--- src/design/tpsd_pkg.sv ---
/*
 * Shared constants for the three-phase sine duty generator: phase,
 * index and sample widths, phase offsets, quarter-wave sine samples,
 * reset values and clock timing.
 * Assumes nothing of its surroundings; it is imported by every design file.
 */
package tpsd_pkg;

	// =====================================================================
	// widths
	// =====================================================================
	localparam int PHASE_W     = 16;
	localparam int SAMPLE_W    = 16;
	localparam int INDEX_W     = 6;
	localparam int TABLE_DEPTH = 64;
	localparam int QUARTER     = 16;
	localparam int INDEX_SHIFT = PHASE_W - INDEX_W;
	localparam int FRAC_SHIFT  = 15;
	localparam int NUM_PHASES  = 3;

	// =====================================================================
	// phase offsets, modulo 2^16
	// =====================================================================
	localparam logic [PHASE_W-1:0] OFFSET_A = 16'h0000;
	localparam logic [PHASE_W-1:0] OFFSET_B = 16'h5555;
	localparam logic [PHASE_W-1:0] OFFSET_C = 16'haaaa;
	localparam logic [PHASE_W-1:0] PHASE_OFFSET [0:NUM_PHASES-1] =
		'{OFFSET_A, OFFSET_B, OFFSET_C};

	// =====================================================================
	// reset values
	// =====================================================================
	localparam logic [PHASE_W-1:0]  ACC_RESET    = 16'h0000;
	localparam logic [PHASE_W-1:0]  DUTY_RESET   = 16'h0000;
	localparam logic [SAMPLE_W-1:0] SAMPLE_RESET = 16'h0000;

	// =====================================================================
	// timing: 20 MHz clock, period events every 50 us in the example
	// =====================================================================
	localparam int CLOCK_NS      = 50;
	localparam int EVENT_US      = 50;
	localparam int EVENT_CYCLES  = EVENT_US * 1000 / CLOCK_NS;
	localparam int PHASE_SCALE   = 65536;

	// =====================================================================
	// first quarter of the sine wave, q15 fractions, 0 to 90 degrees
	// =====================================================================
	localparam logic [SAMPLE_W-1:0] SINE_QUARTER [0:QUARTER] = '{
		16'h0000, 16'h0c8c, 16'h18f9, 16'h2528, 16'h30fb, 16'h3c56, 16'h471c,
		16'h5133, 16'h5a82, 16'h62f1, 16'h6a6d, 16'h70e2, 16'h7641, 16'h7a7c,
		16'h7d89, 16'h7f61, 16'h7fff};

	// phase increment for a wanted sine frequency, rounded to nearest
	function automatic logic [PHASE_W-1:0] tpsd_phase_increment(
		input int unsigned freq_hz,
		input int unsigned switching_frequency);
		longint unsigned num;
		num = longint'(PHASE_SCALE) * freq_hz + switching_frequency / 2;
		return PHASE_W'(num / switching_frequency);
	endfunction

	typedef enum logic [1:0] {
		TPSD_IDLE,
		TPSD_FETCH,
		TPSD_SCALE,
		TPSD_WRITE
	} tpsd_state_t;

endpackage

--- src/design/tpsd_lookup_if.sv ---
/*
 * Carrier between the sequencer and the sine table: an index going out
 * and the registered sample coming back one clock later.
 * Assumes both ends run on the same clock.
 */
`timescale 1ns/1ns
interface tpsd_lookup_if;
	import tpsd_pkg::*;

	logic [INDEX_W-1:0]         index;
	logic signed [SAMPLE_W-1:0] sample;

	modport user  (output index, input sample);
	modport table_end (input index, output sample);
endinterface

--- src/design/tpsd_sine_table.sv ---
/*
 * Sixty-four word signed sine table, one full electrical cycle, built
 * from the quarter wave by symmetry; registered read.
 * Assumes a single clock and a synchronous active-high reset.
 */
`timescale 1ns/1ns
module tpsd_sine_table
	import tpsd_pkg::*;
(
	input  wire logic         clock,
	input  wire logic         reset,
	tpsd_lookup_if.table_end  lookup
);

	// =====================================================================
	// table contents
	// =====================================================================
	logic [SAMPLE_W-1:0] table_word [0:TABLE_DEPTH-1];

	for (genvar k = 0; k < TABLE_DEPTH; k++) begin : g_entry
		if (k <= QUARTER) begin : g_q0
			assign table_word[k] = SINE_QUARTER[k];
		end else if (k <= 2 * QUARTER) begin : g_q1
			assign table_word[k] = SINE_QUARTER[2 * QUARTER - k];
		end else if (k <= 3 * QUARTER) begin : g_q2
			assign table_word[k] = SAMPLE_W'(-$signed(SINE_QUARTER[k - 2 * QUARTER]));
		end else begin : g_q3
			assign table_word[k] = SAMPLE_W'(-$signed(SINE_QUARTER[4 * QUARTER - k]));
		end
	end

	// =====================================================================
	// registered read
	// =====================================================================
	logic [SAMPLE_W-1:0] next_sample;
	logic [SAMPLE_W-1:0] sample;

	always_comb begin
		next_sample = table_word[lookup.index];
	end

	always_ff @(posedge clock) begin
		if (reset) begin
			sample <= SAMPLE_RESET;
		end else begin
			sample <= next_sample;
		end
	end

	assign lookup.sample = $signed(sample);

endmodule // tpsd_sine_table

--- src/design/tpsd_top.sv ---
/*
 * Three-phase sine duty generator. On each PWM period event taken while idle it advances
 * a phase accumulator, looks up three sine samples 120 degrees apart,
 * scales and offsets them by the period value and presents three duty
 * words together with a one-cycle write strobe.
 * Assumes the period event is a one-cycle pulse on the same clock, that
 * pwm_period_value stays below 16'h8000 and holds steady while busy.
 */
// How it works
// - one electrical cycle of sine data sits in a 64-word table.
// - table entries are signed q15 fractions from minus one to plus one.
// - 16-bit unsigned phase; zero is 0 degrees, all ones just under 360.
// - each period event taken while idle adds the increment before any duty is computed.
// - increment is 2^16 times sine frequency over switching frequency, rounded.
// - phases B and C point at accumulator plus 0x5555 and 0xaaaa.
// - each pointer shifted right by ten leaves a six-bit index.
// - the six-bit index selects the sample from the table.
// - sample times period value, as a signed fraction, gives amplitude.
// - period value added to amplitude makes every duty word non-negative.
// - duty spans zero to twice the period; mid-scale equals the period.
// - same computation for all three phases, each to its own word.
// - table contents may be pre-scaled to save multiply work.
`timescale 1ns/1ns
module tpsd_top
	import tpsd_pkg::*;
(
	input  wire logic                clock,
	input  wire logic                reset,
	input  wire logic                period_event,
	input  wire logic [PHASE_W-1:0]  pwm_period_value,
	input  wire logic [PHASE_W-1:0]  phase_increment,
	output logic      [PHASE_W-1:0]  duty_word_a,
	output logic      [PHASE_W-1:0]  duty_word_b,
	output logic      [PHASE_W-1:0]  duty_word_c,
	output logic                     duty_write,
	output logic      [PHASE_W-1:0]  phase_accumulator,
	output logic                     busy,
	output logic                     overrun
);

	// =====================================================================
	// sine table
	// =====================================================================
	tpsd_lookup_if lookup ();

	tpsd_sine_table u_table (
		.clock  (clock),
		.reset  (reset),
		.lookup (lookup.table_end)
	);

	// =====================================================================
	// state
	// =====================================================================
	tpsd_state_t         state;
	tpsd_state_t         next_state;
	logic [1:0]          phase_sel;
	logic [1:0]          next_phase_sel;
	logic [PHASE_W-1:0]  acc;
	logic [PHASE_W-1:0]  next_acc;
	logic [PHASE_W-1:0]  staged [0:NUM_PHASES-1];
	logic [PHASE_W-1:0]  next_staged [0:NUM_PHASES-1];
	logic [PHASE_W-1:0]  duty [0:NUM_PHASES-1];
	logic [PHASE_W-1:0]  next_duty [0:NUM_PHASES-1];
	logic                strobe;
	logic                next_strobe;
	logic                miss;
	logic                next_miss;

	// =====================================================================
	// pointer, index and scaling datapath
	// =====================================================================
	logic [PHASE_W-1:0]         pointer;
	logic signed [32:0]         product;
	logic signed [SAMPLE_W-1:0] amplitude;
	logic [PHASE_W-1:0]         scaled;

	always_comb begin
		pointer      = acc + PHASE_OFFSET[phase_sel];
		lookup.index = INDEX_W'(pointer >> INDEX_SHIFT);
	end

	always_comb begin
		product   = lookup.sample * $signed({1'b0, pwm_period_value});
		amplitude = SAMPLE_W'(product >>> FRAC_SHIFT);
		scaled    = PHASE_W'($signed({1'b0, pwm_period_value}) + amplitude);
	end

	// =====================================================================
	// sequencer
	// =====================================================================
	always_comb begin
		next_state     = state;
		next_phase_sel = phase_sel;
		next_acc       = acc;
		next_staged    = staged;
		next_duty      = duty;
		next_strobe    = 1'b0;
		next_miss      = 1'b0;
		unique case (state)
			TPSD_IDLE: begin
				if (period_event) begin
					next_acc       = acc + phase_increment;
					next_phase_sel = 2'd0;
					next_state     = TPSD_FETCH;
				end
			end
			TPSD_FETCH: begin
				next_state = TPSD_SCALE;
			end
			TPSD_SCALE: begin
				next_staged[phase_sel] = scaled;
				if (phase_sel == 2'(NUM_PHASES - 1)) begin
					next_state = TPSD_WRITE;
				end else begin
					next_phase_sel = phase_sel + 2'd1;
					next_state     = TPSD_FETCH;
				end
			end
			TPSD_WRITE: begin
				next_duty   = staged;
				next_strobe = 1'b1;
				next_state  = TPSD_IDLE;
			end
		endcase
		if (period_event && state != TPSD_IDLE) begin
			next_miss = 1'b1;
		end
	end

	always_ff @(posedge clock) begin
		if (reset) begin
			state     <= TPSD_IDLE;
			phase_sel <= 2'd0;
			acc       <= ACC_RESET;
			staged    <= '{default: DUTY_RESET};
			duty      <= '{default: DUTY_RESET};
			strobe    <= 1'b0;
			miss      <= 1'b0;
		end else begin
			state     <= next_state;
			phase_sel <= next_phase_sel;
			acc       <= next_acc;
			staged    <= next_staged;
			duty      <= next_duty;
			strobe    <= next_strobe;
			miss      <= next_miss;
		end
	end

	// =====================================================================
	// outputs
	// =====================================================================
	assign duty_word_a       = duty[0];
	assign duty_word_b       = duty[1];
	assign duty_word_c       = duty[2];
	assign duty_write        = strobe;
	assign phase_accumulator = acc;
	assign busy              = (state != TPSD_IDLE);
	assign overrun           = miss;

endmodule // tpsd_top

--- config.mk ---
export PLATFORM = sky130hd
export DESIGN_NAME = tpsd_top
export DESIGN_NICKNAME = d
export VERILOG_FILES = /design/src/design/tpsd_pkg.sv /design/src/design/tpsd_lookup_if.sv /design/src/design/tpsd_sine_table.sv /design/src/design/tpsd_top.sv
export SDC_FILE = /design/constraint.sdc
export NUM_CORES = 1
export LEC_CHECK = 0
export BUFFER_PORTS_ARGS = -buffer_cell sky130_fd_sc_hd__buf_2
export CORE_ASPECT_RATIO = 1.1
export CORE_MARGIN = 2
export CORE_UTILIZATION = 50
export DETAILED_ROUTE_END_ITERATION = 8
export GPL_TIMING_DRIVEN = 1
export PLACE_DENSITY = 0.7
export SLEW_MARGIN = 20
export SYNTH_ARGS = -nofsm -noshare
export SYNTH_HDL_FRONTEND = slang
export SYNTH_SLANG_ARGS = --single-unit
--- constraint.sdc ---
create_clock -name clock -period 8.23 [get_ports clock]
set_input_delay 1.646 -clock clock [delete_from_list [all_inputs] [get_ports clock]]
set_output_delay 1.646 -clock clock [all_outputs]
set_load 0.1 [all_outputs]
==> flow_summary.ini, run 1 <==
[status]
outcome = finished with violations
failing_checks = negative setup slack

[yosys]
yosysSeqAreaShare_pct = 16.7
postSynthAreaPerCell_um2 = 8.20
synth-async-reset-ratio_pct = 0
synth_top_cell_area_share_pct = 24.2
synth-edff-count = 0
ys_ff_latch = 134
synth.cell_area_um2 = 16100
yosysTopAreaCell = sky130_fd_sc_hd__fa_1
yosys-top-cells-area = sky130_fd_sc_hd__fa_1 (24%), sky130_fd_sc_hd__dfxtp_1 (17%), sky130_fd_sc_hd__ha_1 (13%), sky130_fd_sc_hd__nand2_1 (8.7%), sky130_fd_sc_hd__inv_1 (5.9%)
postSynthNetCount = 2362
synthesis.yosys.warnings = 0
ys_types = 82
post_synthesis_cells = 1965
synth_top_flop_cell = sky130_fd_sc_hd__dfxtp_1

[critical_path]
cp_data_arrival_time_ps = 8620
critPathLaunch = pwm_period_value[3]
timing.critical_path.depth = 29
crit_path_start_kind = primary input
worst-r2r-cell-count = 26
crit-reg2reg-launch = u_table.lookup.sample[2]$_SDFF_PP0_
rrSetupSlack_ps = 510
crit_path_top_delay_cell = sky130_fd_sc_hd__fa_1
largest_stage_delay_on_the_critical_path_ps = 580
worst-setup-path-type = primary input to flip-flop
critical_path.n_buffers_inverters = 6
critical_path.endpoint_type = flip-flop
crit_end = staged[47]$_SDFFE_PP0P_
critical_path.max_fanout = 7
cp_top_family = adder cells
crit_path_frequent_cell = sky130_fd_sc_hd__fa_1
timing.critical_path.required_ps = 8540
regToRegEndpoint = staged[47]$_SDFFE_PP0P_

[global_routing]
via_count_of_the_first_global_routing_pass = 15000
globalRouteOverflowTotal = 0
antenna_found_initial = 0
grt_start_max_net_pins = 119
grt_pass1_wl_um = 73700
global_route.usage.total_pct = 27.1

[timing]
hold_ws_ps = 453
setup-violations-final = 3
worst_slew_pin_slew_ps = 897
rsz0062_at_grt = true
layout_min_cycle_time_ps = 8310
timing.final.max_slew_violations = 0
crit_share_post_route_pct = 101
slew_headroom_pct = 40.2
final_hold_violating_endpoints = 0
fmax_mhz = 120
post-route-worst-setup-slack_ps = -78.8
fin_worst_skew_ps = 12.0

[cts]
cts_root_buffer = sky130_fd_sc_hd__clkbuf_16
ctsHtreeMaxLevel = 4
cts.clk_slew.worst_paths_ps = 60
clock_insertion_delay_worst_skew_ps = 420
buffer_depth_of_the_longest_clock_path = 2
cts_buffers = 17
cts_tree = built
clock-sinks = 134

[routing]
routedWlPerCell_um = 17.5
detailedRoute.firstIterationViolations = 1070
drc_errors = 0
finalWirelength_um = 44900
first_pass_iters = 5
num_vias = 14500
via_to_cell_ratio = 5.65
remaining_antenna_violation_count_after_routing = 0

[final_layout]
area_delta_synth_final_pct = 18.8
design_area_um2 = 19100
final_common_cell = sky130_fd_sc_hd__nand2_1
most_frequent_cells_in_the_layout = sky130_fd_sc_hd__nand2_1 (368), sky130_fd_sc_hd__inv_1 (244), sky130_fd_sc_hd__fa_1 (186), sky130_fd_sc_hd__ha_1 (154), sky130_fd_sc_hd__a21oi_1 (135)
fillerInstances = 2706
multi_input_area_um2 = 12600
drive_above_1_share_pct = 18.9
register_area_um2 = 2680
final_nets = 2528
finalNonFillerCells = 2564
antenna_fix_cells = 0

[place]
post-place-cells = 2509
port_buffers = 101
gp_routability_congestion = 0.916
dpl.hpwl_um = 33800
detailed_place.area_um2 = 17800
dp_slack_ps = -722

[floorplanning]
die-width_um = 175
top_level_ports = 102
initial_core_utilization_pct = 51.0
floorplan.die_area_um2 = 33700
placeableCoreArea_um2 = 31600
rows = 68
die-height_um = 192

[job]
maxCapViolCount = 0

[worst_hold_path]
timing.hold.worst_path_depth = 2
timing.hold.worst.class = flip-flop to flip-flop
[how the worst min path moves through the flow]
stage,start,endpoint,slack [ps]
floorplan,staged[44]$_SDFFE_PP0P_,duty_word_a[12]$_SDFFE_PP0P_,430
global placement,staged[36]$_SDFFE_PP0P_,duty_word_a[4]$_SDFFE_PP0P_,440
detailed placement,duty_word_b[10]$_SDFFE_PP0P_,duty_word_b[10]$_SDFFE_PP0P_,450
CTS,duty_word_b[10]$_SDFFE_PP0P_,duty_word_b[10]$_SDFFE_PP0P_,450
global route,staged[22]$_SDFFE_PP0P_,duty_word_b[6]$_SDFFE_PP0P_,470
finish,duty_word_c[1]$_SDFFE_PP0P_,duty_word_c[1]$_SDFFE_PP0P_,450
[metal layers]
metal,vias to the layer above,track usage [%],wire length (µm)
li1,6728,-,-
met1,7109,33.2,18000
met4,0,12.1,1780
met5,-,0,0
met3,130,3.59,2540
met2,529,47.7,22700
[synth_stat cells (6+ instances only)]
master and instances:
sky130_fd_sc_hd__nor2_1 89, sky130_fd_sc_hd__nor3_1 28, sky130_fd_sc_hd__fa_1 195, sky130_fd_sc_hd__dfxtp_1 134, sky130_fd_sc_hd__a221oi_1 6, sky130_fd_sc_hd__buf_2 12
sky130_fd_sc_hd__nor2b_1 7, sky130_fd_sc_hd__buf_4 6, sky130_fd_sc_hd__xor2_1 8, sky130_fd_sc_hd__nand3_1 19, sky130_fd_sc_hd__nand2b_1 20, sky130_fd_sc_hd__and2_1 123
sky130_fd_sc_hd__a21o_1 15, sky130_fd_sc_hd__clkbuf_1 77, sky130_fd_sc_hd__inv_1 253, sky130_fd_sc_hd__and3_1 8, sky130_fd_sc_hd__a21oi_1 151, sky130_fd_sc_hd__o211ai_1 18
sky130_fd_sc_hd__ha_1 167, sky130_fd_sc_hd__xnor2_1 30, sky130_fd_sc_hd__a211oi_1 17, sky130_fd_sc_hd__o21a_1 10, sky130_fd_sc_hd__a311oi_1 10, sky130_fd_sc_hd__nand3b_1 12
sky130_fd_sc_hd__a31oi_1 7, sky130_fd_sc_hd__nand4_1 8, sky130_fd_sc_hd__o21bai_1 10, sky130_fd_sc_hd__o21ai_0 36, sky130_fd_sc_hd__nand2_1 372
[cell type report]
cell class	count	share of cell area, %
Clock buffer	19	2.37
Clock inverter	13	0.713
Inverter	256	5.02
Multi-Input combinational cell	1476	65.8
Sequential cell	134	14.0
Tap cell	420	2.75
Timing Repair Buffer	246	9.30
[registers in the layout (all words and copies together), names as in the netlist]
register and count:
phase_sel 2, staged 48, state 2, u_table.lookup.sample 16, duty_word_a 16, duty_word_b 16
duty_word_c 16, duty_write 1, overrun 1, phase_accumulator 16
[logic make-up (layout without fill, tap and decap cells)]
kind of cell             Yosys count  after routing  share of synthesized area [%]
buffers and inverters            355            534                           8.55
multiplexers                       9              9                          0.598
flip-flops                       134            134                           16.7
adder cells (fa/ha/maj)          362            362                           37.2
AO/OA/AOI/OAI                    356            356                           14.5
AND/OR/NAND/NOR                  710            710                           20.3
XOR/XNOR                          39             39                           2.17
[per-stage QoR]
step	setup TNS (ps)	util (%)
3_5_place_dp	-14850	56.3
5_1_grt	-2280	60.6
2_1_floorplan	0	-
3_3_place_gp	-12170	56.3
6_report	-126	60.6
4_1_cts	-53.3	58.9
[worst min-delay path: stages, from the launching register on]
cell and delay, ps:
sky130_fd_sc_hd__dfxtp_1 310, sky130_fd_sc_hd__nand2_1 50, sky130_fd_sc_hd__a21oi_1 50
[repair_timing]
item | 4_1_cts | 5_1_grt
endpoints found under the setup margin | 24 | 30
cloned | 0 | 0
resized for setup | 46 | 99
hold endpoints to repair | 0 | 0
hold buffers | 0 | 0
pin swaps | 30 | 66
setup buffers | 7 | 16
Power of run 1 is not shown: default switching activity piles up to over one toggle a cycle in this logic, so the estimate is an artifact.
==> inputs of run 2 (changes only) <==
--- a/config.mk
+++ b/config.mk
@@ -12,6 +12,7 @@
 export DETAILED_ROUTE_END_ITERATION = 8
 export GPL_TIMING_DRIVEN = 1
 export PLACE_DENSITY = 0.7
+export SKIP_CTS_REPAIR_TIMING = 1
 export SLEW_MARGIN = 20
 export SYNTH_ARGS = -nofsm -noshare
 export SYNTH_HDL_FRONTEND = slang
==> run 2 against run 1 <==
  * Utilization is 0.80 points lower
  * The flow still finishes with violations (negative setup slack)
  * Register-to-register slack got worse by 130 ps
  * Die area stayed put
  * Sequential share of layout area increased by 0.19 points
==> flow_summary.ini, run 2 (synthesis results as in run 1) <==
[job]
maxCapViolCount = 0

[critical_path]
crit_path_start_kind = primary input
cp_data_arrival_time_ps = 8680
critical_path.n_buffers_inverters = 10
timing.critical_path.required_ps = 8510
crit_path_frequent_cell = sky130_fd_sc_hd__fa_1
worst-r2r-cell-count = 33
crit_path_top_delay_cell = sky130_fd_sc_hd__fa_1
timing.critical_path.depth = 35
critical_path.endpoint_type = flip-flop
worst-setup-path-type = primary input to flip-flop
critical_path.max_fanout = 7
cp_top_family = adder cells
largest_stage_delay_on_the_critical_path_ps = 540

[timing]
timing.final.max_slew_violations = 0
post-route-worst-setup-slack_ps = -173
hold_ws_ps = 452
crit_share_post_route_pct = 102
fmax_mhz = 119
rsz0062_at_grt = true
final_hold_violating_endpoints = 0
layout_min_cycle_time_ps = 8400
worst_slew_pin_slew_ps = 901
slew_headroom_pct = 40.0
fin_worst_skew_ps = 11.3
setup-violations-final = 15

[worst_hold_path]
timing.hold.worst.class = flip-flop to flip-flop
timing.hold.worst_path_depth = 2

[final_layout]
fillerInstances = 2752
antenna_fix_cells = 0
largest_register_ffs = 48
final_nets = 2518
area_delta_synth_final_pct = 17.2
finalNonFillerCells = 2554
most_frequent_cells_in_the_layout = sky130_fd_sc_hd__nand2_1 (369), sky130_fd_sc_hd__inv_1 (248), sky130_fd_sc_hd__fa_1 (188), sky130_fd_sc_hd__ha_1 (161), sky130_fd_sc_hd__a21oi_1 (140)
drive_above_1_share_pct = 17.2
largest_register = staged
final_common_cell = sky130_fd_sc_hd__nand2_1

[routing]
detailedRoute.firstIterationViolations = 1101
drc_errors = 0
via_to_cell_ratio = 5.66
remaining_antenna_violation_count_after_routing = 0
finalWirelength_um = 45000
routedWlPerCell_um = 17.6
first_pass_iters = 7
num_vias = 14500

[cts]
cts.clk_slew.worst_paths_ps = 60
cts_tree = built
buffer_depth_of_the_longest_clock_path = 2
ctsHtreeMaxLevel = 4
cts_root_buffer = sky130_fd_sc_hd__clkbuf_16
cts_buffers = 17
clock_insertion_delay_worst_skew_ps = 420
clock-sinks = 134

[place]
dpl.hpwl_um = 33800
port_buffers = 101
post-place-cells = 2509
gp_routability_congestion = 0.916

[status]
failing_checks = negative setup slack
outcome = finished with violations

[global_routing]
globalRouteOverflowTotal = 0
grt_pass1_wl_um = 73300
grt_start_max_net_pins = 119
global_route.usage.total_pct = 27.0
via_count_of_the_first_global_routing_pass = 14900
antenna_found_initial = 0

[floorplanning]
floorplan.die_area_um2 = 33700
initial_core_utilization_pct = 51.0
top_level_ports = 102
rows = 68
placeableCoreArea_um2 = 31600
die-width_um = 175
die-height_um = 192
[run 2: cell types whose count changed in the layout (fill, tap and decap cells not counted), sizes merged]
cell,before,now
buf,243,232
clkbuf,22,23
[run 2: cell type report]
| type | instances | area [µm²] | share of cell area (%) |
|---|---|---|---|
| clock buffer | 19 | 453 | 2.40 |
| clock inverter | 13 | 136 | 0.722 |
| inverter | 256 | 963 | 5.10 |
| multi-input combinational | 1476 | 12500 | 66.2 |
| sequential | 134 | 2680 | 14.2 |
| tap | 420 | 526 | 2.78 |
| timing repair buffer | 236 | 1620 | 8.59 |
[run 2: through the flow]
| stage | util [%] | instance area (µm²) | worst slack, ps | setup TNS (ps) |
|---|---|---|---|---|
| 2_1_floorplan | - | 16200 | 0.0311 | 0 |
| 3_3_place_gp | 56.3 | 17800 | -610 | -12170 |
| 3_5_place_dp | 56.3 | 17800 | -722 | -14850 |
| 4_1_cts | 58.2 | 18400 | -313 | -3460 |
| 5_1_grt | 59.8 | 18900 | -442 | -7900 |
| 6_report | 59.8 | 18900 | -173 | -1520 |
[run 2: path summary, 6_finish.rpt]
kind	end	start	slack, ps
setup / recovery	staged[29]$_SDFFE_PP0P_	pwm_period_value[8]	-170
hold / removal	duty_word_c[1]$_SDFFE_PP0P_	duty_word_c[1]$_SDFFE_PP0P_	450
setup reg to reg	staged[29]$_SDFFE_PP0P_	u_table.lookup.sample[3]$_SDFF_PP0_	380
hold reg to reg	duty_word_c[1]$_SDFFE_PP0P_	duty_word_c[1]$_SDFFE_PP0P_	450
[run 2: worst min-delay path, cell delays in order, from the launching register on]
cell and delay (ps):
sky130_fd_sc_hd__dfxtp_1 310, sky130_fd_sc_hd__nand2_1 50, sky130_fd_sc_hd__a21oi_1 50
[run 2: per-layer routing]
layer  wire length (µm)  global-route usage, %  vias up  part of all wire (%)
met5                  0                      0        -                     0
met1              17900                   32.9     7044                    40
met2              22500                   47.9      574                    50
met3               2720                   3.68      133                   6.1
met4               1840                   11.0        0                   4.1
li1                   -                      -     6712                     -
Power of run 2 is left out for the same reason.
